## src/hdl/ian_pkg.sv

```systemverilog
// Constants and types shared by the interrupt acknowledge and nesting logic
package ian_pkg;
	localparam int ADR_W = 8;
	localparam logic [7:0] ADR_REQ = 8'h00;
	localparam logic [7:0] ADR_MASK = 8'h04;
	localparam logic [7:0] ADR_PRIO = 8'h08;
	localparam logic [7:0] ADR_STAT = 8'h0C;
	localparam int STAT_IE_BIT = 0;
	localparam int STAT_ISP_BIT = 1;
	localparam int STAT_BUSY_BIT = 2;
	localparam int PSW_IE_BIT = 7;
	localparam int PSW_ISP_BIT = 1;
	localparam logic [7:0] PSW_RST = 8'h02;
	localparam logic [15:0] BRK_VEC = 16'h003E;
	localparam logic [15:0] VEC_BASE_DEF = 16'h0004;
	// Latency in CPU clocks from request to vector load, at the earliest boundary
	localparam int LAT_MIN_HI = 7;
	localparam int LAT_MIN_LO = 8;
	// Fixed cost: decision cycle, three pushes, vector load
	localparam int SEQ_FIXED = 5;
	localparam logic [1:0] DLY_HI = 2'(LAT_MIN_HI - SEQ_FIXED);
	localparam logic [1:0] DLY_LO = 2'(LAT_MIN_LO - SEQ_FIXED);
	typedef enum logic [5:0] {
		ST_IDLE = 6'h01,
		ST_DLY = 6'h02,
		ST_PPSW = 6'h04,
		ST_PPCH = 6'h08,
		ST_PPCL = 6'h10,
		ST_VEC = 6'h20
	} ian_state_e;
endpackage

```

## src/hdl/ian_top.sv

```systemverilog
// Interrupt acknowledge, arbitration and nesting control with Wishbone flag registers
`timescale 1ns/1ps
module ian_top #(
	parameter int N_SRC = 16,
	parameter int IDX_W = 4,
	// Entry k names the source of default rank k, rank 0 winning
	parameter logic [N_SRC*IDX_W-1:0] ORDER = 64'hFEDCBA9876543210,
	parameter logic [15:0] VEC_BASE = ian_pkg::VEC_BASE_DEF
) (
	input wire logic clk_i,
	input wire logic rst_i,
	input wire logic [ian_pkg::ADR_W-1:0] wb_adr_i,
	input wire logic [31:0] wb_dat_i,
	input wire logic [3:0] wb_sel_i,
	input wire logic wb_we_i,
	input wire logic wb_cyc_i,
	input wire logic wb_stb_i,
	output logic [31:0] wb_dat_o,
	output logic wb_ack_o,
	input wire logic [N_SRC-1:0] src_req_i,
	input wire logic [15:0] pc_i,
	input wire logic instr_done_i,
	input wire logic instr_hold_i,
	input wire logic instr_ret_i,
	input wire logic instr_brk_i,
	input wire logic ae_set_i,
	input wire logic ae_clr_i,
	input wire logic psw_load_i,
	input wire logic [7:0] psw_data_i,
	output logic accept_enable_flag_o,
	output logic in_service_level_flag_o,
	output logic busy_o,
	output logic push_o,
	output logic [7:0] push_data_o,
	output logic pc_load_o,
	output logic [15:0] vec_addr_o
);
	import ian_pkg::*;

	typedef struct packed {
		ian_state_e st;
		logic [1:0] cnt;
		logic [N_SRC-1:0] req;
		logic [N_SRC-1:0] mask;
		logic [N_SRC-1:0] prio;
		logic ie;
		logic in_service_level_flag;
		logic defer;
		logic wr_hold;
		logic brk_pend;
		logic is_brk;
		logic [IDX_W-1:0] win;
		logic win_pr;
		logic [15:0] pc;
		logic busy;
		logic push;
		logic [7:0] push_data;
		logic pc_load;
		logic [15:0] vec;
		logic ack;
		logic [31:0] dat;
	} ian_state_s;

	ian_state_s s_q;
	ian_state_s s_d;

	logic [N_SRC-1:0] cand;
	logic found;
	logic [IDX_W-1:0] pick;
	logic pick_pr;
	logic wb_go;
	logic flag_wr;
	logic [31:0] wmask;
	logic [31:0] req_w;
	logic [31:0] mask_w;
	logic [31:0] prio_w;
	logic [7:0] psw_now;

	// Byte lanes for writes
	for (genvar b = 0; b < 4; b++) begin : g_sel
		assign wmask[b*8 +: 8] = {8{wb_sel_i[b]}};
	end

	assign req_w = 32'(s_q.req);
	assign mask_w = 32'(s_q.mask);
	assign prio_w = 32'(s_q.prio);

	always_comb begin
		psw_now = PSW_RST;
		psw_now[PSW_IE_BIT] = s_q.ie;
		psw_now[PSW_ISP_BIT] = s_q.in_service_level_flag;
	end

	// High-priority servicing admits only priority-0 candidates
	assign cand = s_q.req & ~s_q.mask & (s_q.in_service_level_flag ? {N_SRC{1'b1}} : ~s_q.prio);

	// Two passes over the fixed order: priority 1 first, then priority 0, which overrides it
	always_comb begin
		logic [IDX_W-1:0] idx;
		idx = '0;
		found = 1'b0;
		pick = '0;
		pick_pr = 1'b0;
		for (int k = N_SRC - 1; k >= 0; k--) begin
			idx = ORDER[k*IDX_W +: IDX_W];
			if (cand[idx] && s_q.prio[idx]) begin
				found = 1'b1;
				pick = idx;
				pick_pr = 1'b1;
			end
		end
		for (int k = N_SRC - 1; k >= 0; k--) begin
			idx = ORDER[k*IDX_W +: IDX_W];
			if (cand[idx] && !s_q.prio[idx]) begin
				found = 1'b1;
				pick = idx;
				pick_pr = 1'b0;
			end
		end
	end

	assign wb_go = wb_cyc_i && wb_stb_i && !s_q.ack;
	// A flag write in the boundary cycle itself must still count as a hold
	assign flag_wr = wb_go && wb_we_i
			&& (wb_adr_i == ADR_REQ || wb_adr_i == ADR_MASK || wb_adr_i == ADR_PRIO);

	always_comb begin
		s_d = s_q;
		s_d.push = 1'b0;
		s_d.pc_load = 1'b0;
		s_d.ack = wb_go;
		s_d.dat = '0;

		// Bus side: flag registers
		if (wb_go && wb_we_i) begin
			if (wb_adr_i == ADR_REQ) begin
				s_d.req = N_SRC'((req_w & ~wmask) | (wb_dat_i & wmask));
				s_d.wr_hold = 1'b1;
			end else if (wb_adr_i == ADR_MASK) begin
				s_d.mask = N_SRC'((mask_w & ~wmask) | (wb_dat_i & wmask));
				s_d.wr_hold = 1'b1;
			end else if (wb_adr_i == ADR_PRIO) begin
				s_d.prio = N_SRC'((prio_w & ~wmask) | (wb_dat_i & wmask));
				s_d.wr_hold = 1'b1;
			end
		end else if (wb_go) begin
			if (wb_adr_i == ADR_REQ) begin
				s_d.dat = req_w;
			end else if (wb_adr_i == ADR_MASK) begin
				s_d.dat = mask_w;
			end else if (wb_adr_i == ADR_PRIO) begin
				s_d.dat = prio_w;
			end else if (wb_adr_i == ADR_STAT) begin
				s_d.dat[STAT_IE_BIT] = s_q.ie;
				s_d.dat[STAT_ISP_BIT] = s_q.in_service_level_flag;
				s_d.dat[STAT_BUSY_BIT] = s_q.busy;
			end
		end

		// Status byte changes by instructions
		if (psw_load_i) begin
			s_d.ie = psw_data_i[PSW_IE_BIT];
			s_d.in_service_level_flag = psw_data_i[PSW_ISP_BIT];
		end
		if (ae_set_i) begin
			s_d.ie = 1'b1;
		end
		if (ae_clr_i) begin
			s_d.ie = 1'b0;
		end

		// Break seen while busy is kept, never dropped
		if (instr_brk_i) begin
			s_d.brk_pend = 1'b1;
		end

		// Hold and return instructions block their own boundary and the next one
		if (instr_done_i) begin
			s_d.defer = instr_hold_i || instr_ret_i || s_q.wr_hold || flag_wr;
			s_d.wr_hold = 1'b0;
		end

		case (s_q.st)
			ST_IDLE: begin
				if (instr_done_i && (instr_brk_i || s_q.brk_pend)) begin
					// Break is no hold instruction and ignores every flag
					s_d.brk_pend = 1'b0;
					s_d.is_brk = 1'b1;
					s_d.pc = pc_i;
					s_d.cnt = DLY_HI;
					s_d.busy = 1'b1;
					s_d.st = ST_DLY;
				// Only boundaries are taken, so a long divide stretches the latency
				end else if (instr_done_i && s_q.ie && found && !s_q.defer && !flag_wr
						&& !s_q.wr_hold && !instr_hold_i && !instr_ret_i) begin
					s_d.is_brk = 1'b0;
					s_d.win = pick;
					s_d.win_pr = pick_pr;
					s_d.pc = pc_i;
					s_d.cnt = pick_pr ? DLY_LO : DLY_HI;
					s_d.busy = 1'b1;
					s_d.st = ST_DLY;
				end
			end
			ST_DLY: begin
				s_d.cnt = s_q.cnt - 2'd1;
				if (s_q.cnt == 2'd1) begin
					s_d.st = ST_PPSW;
				end
			end
			ST_PPSW: begin
				s_d.push = 1'b1;
				s_d.push_data = psw_now;
				s_d.st = ST_PPCH;
			end
			ST_PPCH: begin
				s_d.push = 1'b1;
				s_d.push_data = s_q.pc[15:8];
				s_d.st = ST_PPCL;
			end
			ST_PPCL: begin
				s_d.push = 1'b1;
				s_d.push_data = s_q.pc[7:0];
				s_d.st = ST_VEC;
			end
			ST_VEC: begin
				s_d.pc_load = 1'b1;
				s_d.ie = 1'b0;
				if (s_q.is_brk) begin
					s_d.vec = BRK_VEC;
				end else begin
					s_d.vec = VEC_BASE + {11'h000, s_q.win, 1'b0};
					s_d.in_service_level_flag = s_q.win_pr;
					s_d.req[s_q.win] = 1'b0;
				end
				s_d.busy = 1'b0;
				s_d.st = ST_IDLE;
			end
			default: begin
				s_d.st = ST_IDLE;
			end
		endcase

		// Sources set flags last, so a set beats any clear in the same cycle
		s_d.req = s_d.req | src_req_i;
	end

	always_ff @(posedge clk_i) begin
		if (rst_i) begin
			s_q <= '0;
			s_q.st <= ST_IDLE;
			s_q.mask <= '1;
			s_q.prio <= '1;
			s_q.in_service_level_flag <= PSW_RST[PSW_ISP_BIT];
			s_q.ie <= PSW_RST[PSW_IE_BIT];
		end else begin
			s_q <= s_d;
		end
	end

	assign wb_dat_o = s_q.dat;
	assign wb_ack_o = s_q.ack;
	assign accept_enable_flag_o = s_q.ie;
	assign in_service_level_flag_o = s_q.in_service_level_flag;
	assign busy_o = s_q.busy;
	assign push_o = s_q.push;
	assign push_data_o = s_q.push_data;
	assign pc_load_o = s_q.pc_load;
	assign vec_addr_o = s_q.vec;
endmodule
```

## config.mk

```make
export PLATFORM = sky130hd
export DESIGN_NAME = ian_top
export DESIGN_NICKNAME = d
export VERILOG_FILES = /design/src/hdl/ian_pkg.sv /design/src/hdl/ian_top.sv
export SDC_FILE = /design/constraint.sdc
export NUM_CORES = 1
export LEC_CHECK = 0
export BUFFER_PORTS_ARGS = -buffer_cell sky130_fd_sc_hd__buf_2
export CAP_MARGIN = 15
export CORE_UTILIZATION = 30
export DETAILED_ROUTE_END_ITERATION = 6
export PLACE_DENSITY_LB_ADDON = 0.12
export SETUP_SLACK_MARGIN = 0.02
export SYNTH_ARGS = -nofsm -noshare
export SYNTH_HDL_FRONTEND = slang
export SYNTH_SLANG_ARGS = --single-unit
```

## constraint.sdc

```tcl
create_clock -name clk_i -period 4.6 [get_ports clk_i]
set_clock_uncertainty 0.2 [all_clocks]
set_input_delay 0.46 -clock clk_i [delete_from_list [all_inputs] [get_ports clk_i]]
set_output_delay 0.46 -clock clk_i [all_outputs]
set_load 0.01 [all_outputs]
```

==> results_dict.tcl <==
set metrics [dict create \
    grt_use_total 0.169 \
    crit_path_cell_trace "and4b_1 > or4_4 > nor4_4 > a21oi_1 > o21a_1 > o31a_1" \
    synth_area_leader_cell "dfxtp_1" \
    cpPeakStageDelay_ns 0.64 \
    fin_area_um2 7200 \
    critPathMaxFanout 24 \
    netlist_area_um2 6150 \
    power_leakage_nw 2.86 \
    antenna_found_initial 0 \
    synthTopCellsByArea "dfxtp_1 38%, buf_4 7.0%, nor2_1 5.1%" \
    grt_overflow 0 \
    synth_most_common_cell "dfxtp_1" \
    instances_no_fill 1033 \
    synthArstFlopShare 0 \
    drv_slew 0 \
    avgViaCountPerCell 4.95 \
    cp-start-kind "register" \
    hold_viol_final 0 \
    critPathBufInv 0 \
    intPower_w 0.00186 \
    nets 848 \
    cts_root_buf "clkbuf_16" \
    cp-end-kind "register" \
    cap_violations 0 \
    h-tree-depth 4 \
    critPathSlowestCell "dfxtp_1" \
    p_clk_frac 0.503 \
    cp.required_ns 4.71 \
    dp_cells 1000 \
    critPathArrivalTime_ns 3.74 \
    cts_made_buffers 17 \
    p_per_area_nw_per_um2 346 \
    synth_edf_count 0 \
    ys_types 58 \
    dieWidth_um 145 \
    grt_pass1_vias 5086 \
    synth-seq-cells 116 \
    cts-resized-gates 0 \
    wl_um 17300 \
    syn_inst 677 \
    yosysTopAreaCellShare 0.377 \
    rsz0062_at_grt "false" \
    synth-main-ff-cell "dfxtp_1" \
    start_util 0.305 \
    setup_tns_ns 0 \
    rows 52 \
    dr.first_iter.drc_count 234 \
    yosysWarningCount 0 \
    switching_share 0.254 \
    io_pins 158 \
    ant_nets 0 \
    seq_area_frac_synth 0.377 \
    vdd_drop_max_mv 0.230 \
    placed_cell_area_um2 6630 \
    relSlewSlack 0.222 \
    fmax_mhz 275 \
    first_pass_iters 4 \
    path_clk_slew_ns 0.06 \
    cts_hold_buf 1 \
    fin_crit_sh 0.791 \
    cts.sink_count 116 \
    drt-wirelength-per-cell_um 16.7 \
    drc 0 \
    cp_top_family "simple AND/OR/NAND/NOR gates" \
    insertion_delay_ns 0.42 \
    worstMarginPinSlew_ns 1.17 \
    vias 5113 \
    drive_gt1_frac 0.249 \
    setup_viol 0 \
    hpwlAfterDp_um 12400 \
    outcome "complete, no violations" \
    fin_crit_ns 3.64 \
    grt_pass1_wl_um 27500 \
    core_area_um2 20200 \
    post_cts_buffers 0 \
    ys_top_cells_by_count "116 x dfxtp_1, 84 x nor2_1, 57 x buf_4, 41 x nor2b_1, 39 x nand2b_1" \
    nFillCells 2132 \
    syn2layout_area_growth_pct 17.1 \
    place_congestion 0.825 \
    clock_path_buffers 2 \
    path_class "reg -> reg" \
    power_switching_w 0.000632 \
    p_seq_frac 0.425 \
    antenna_cells 0 \
    comb_power_share 0.072 \
    dieHeight_um 145 \
    syn_avg_cell_area_um2 9.09 \
    port_buffers 106 \
    die_area_um2 21100 \
    cts_tree "yes" \
    grt_start_max_net_pins 52 \
    min_path_type "in -> reg" \
]
==> power by group through the flow <==
stage                     registers, W  clock network (W)  logic (W)
after floorplan                0.00107                  0   0.000138
after global placement         0.00108                  0   0.000179
after detailed placement       0.00108                  0   0.000181
after CTS                      0.00106            0.00129   0.000182
after global routing           0.00106            0.00134   0.000200
final                          0.00106            0.00125   0.000179
==> logic make-up after synthesis <==
kind of cell	synth area share
flip-flops	0.377
XOR/XNOR	0.00142
other	0.000609
AO/OA/AOI/OAI	0.142
multiplexers	0.0907
buffers and inverters	0.0945
adder cells (fa/ha/maj)	0.00407
AND/OR/NAND/NOR	0.289
==> metal layers <==
metal / GRT usage / wire [um]
met1: 0.212 / 7790
met2: 0.284 / 8510
met3: 0.0399 / 772
met4: 0.0553 / 187
met5: 0 / 0
==> final cells by class <==
class | instances | area, um2 | share of cell area
clock buffer | 17 | 425 | 0.0590
clock inverter | 15 | 136 | 0.0189
inverter | 3 | 11.3 | 0.00156
multi-input combinational | 494 | 3350 | 0.465
sequential | 116 | 2320 | 0.322
tap | 270 | 338 | 0.0469
timing repair buffer | 118 | 623 | 0.0865
==> stage by stage <==
step / setup slack, ns / hold WS, ns / total power (W) / util
2_1_floorplan: 1.95 / 0.237 / 0.00120 / -
3_3_place_gp: 1.05 / 0.247 / 0.00126 / 0.329
3_5_place_dp: 0.954 / 0.250 / 0.00126 / 0.329
4_1_cts: 0.927 / 0.0339 / 0.00253 / 0.357
5_1_grt: 0.745 / 0.0591 / 0.00261 / 0.357
6_report: 0.962 / 0.0474 / 0.00249 / 0.357
==> layout by cell type, fill, tap and decap left out, types with 7 or more instances in the layout <==
cell type  count
a211o_1       35
a21oi_1       37
a222oi_1       8
and4b_1       12
buf_2        106
buf_4         11
clkbuf_16     17
conb_1        27
dfxtp_1      116
mux2_2        16
mux2i_1       31
nand2_1       12
nand2b_1      39
nand3b_1       8
nand4_1        9
nand4b_1      13
nor2_1        84
nor2b_1       41
nor3_1        15
nor3b_1       23
nor4_1        11
or3b_2         7
==> worst min-delay path, cell delays in order <==
cell     delay, ns
buf_2         0.08
a21oi_1       0.03
nor2_1        0.07
==> path summary, 6_finish.rpt <==
kind | startpoint | endpoint | slack (ns) | cells past startpoint
hold reg to reg | push_data_o[7]$_SDFFE_PP0P_ | push_data_o[7]$_SDFFE_PP0P_ | 0.26 | 2
setup / recovery | in_service_level_flag_o$_SDFF_PP1_ | s_q[136]$_SDFFE_PP0P_ | 0.96 | 6
setup reg to reg | in_service_level_flag_o$_SDFF_PP1_ | s_q[136]$_SDFFE_PP0P_ | 0.96 | 6
hold / removal | src_req_i[6] | req_w[6]$_SDFF_PP0_ | 0.05 | 3
No activity file was read; power rests on OpenSTA's default activity.
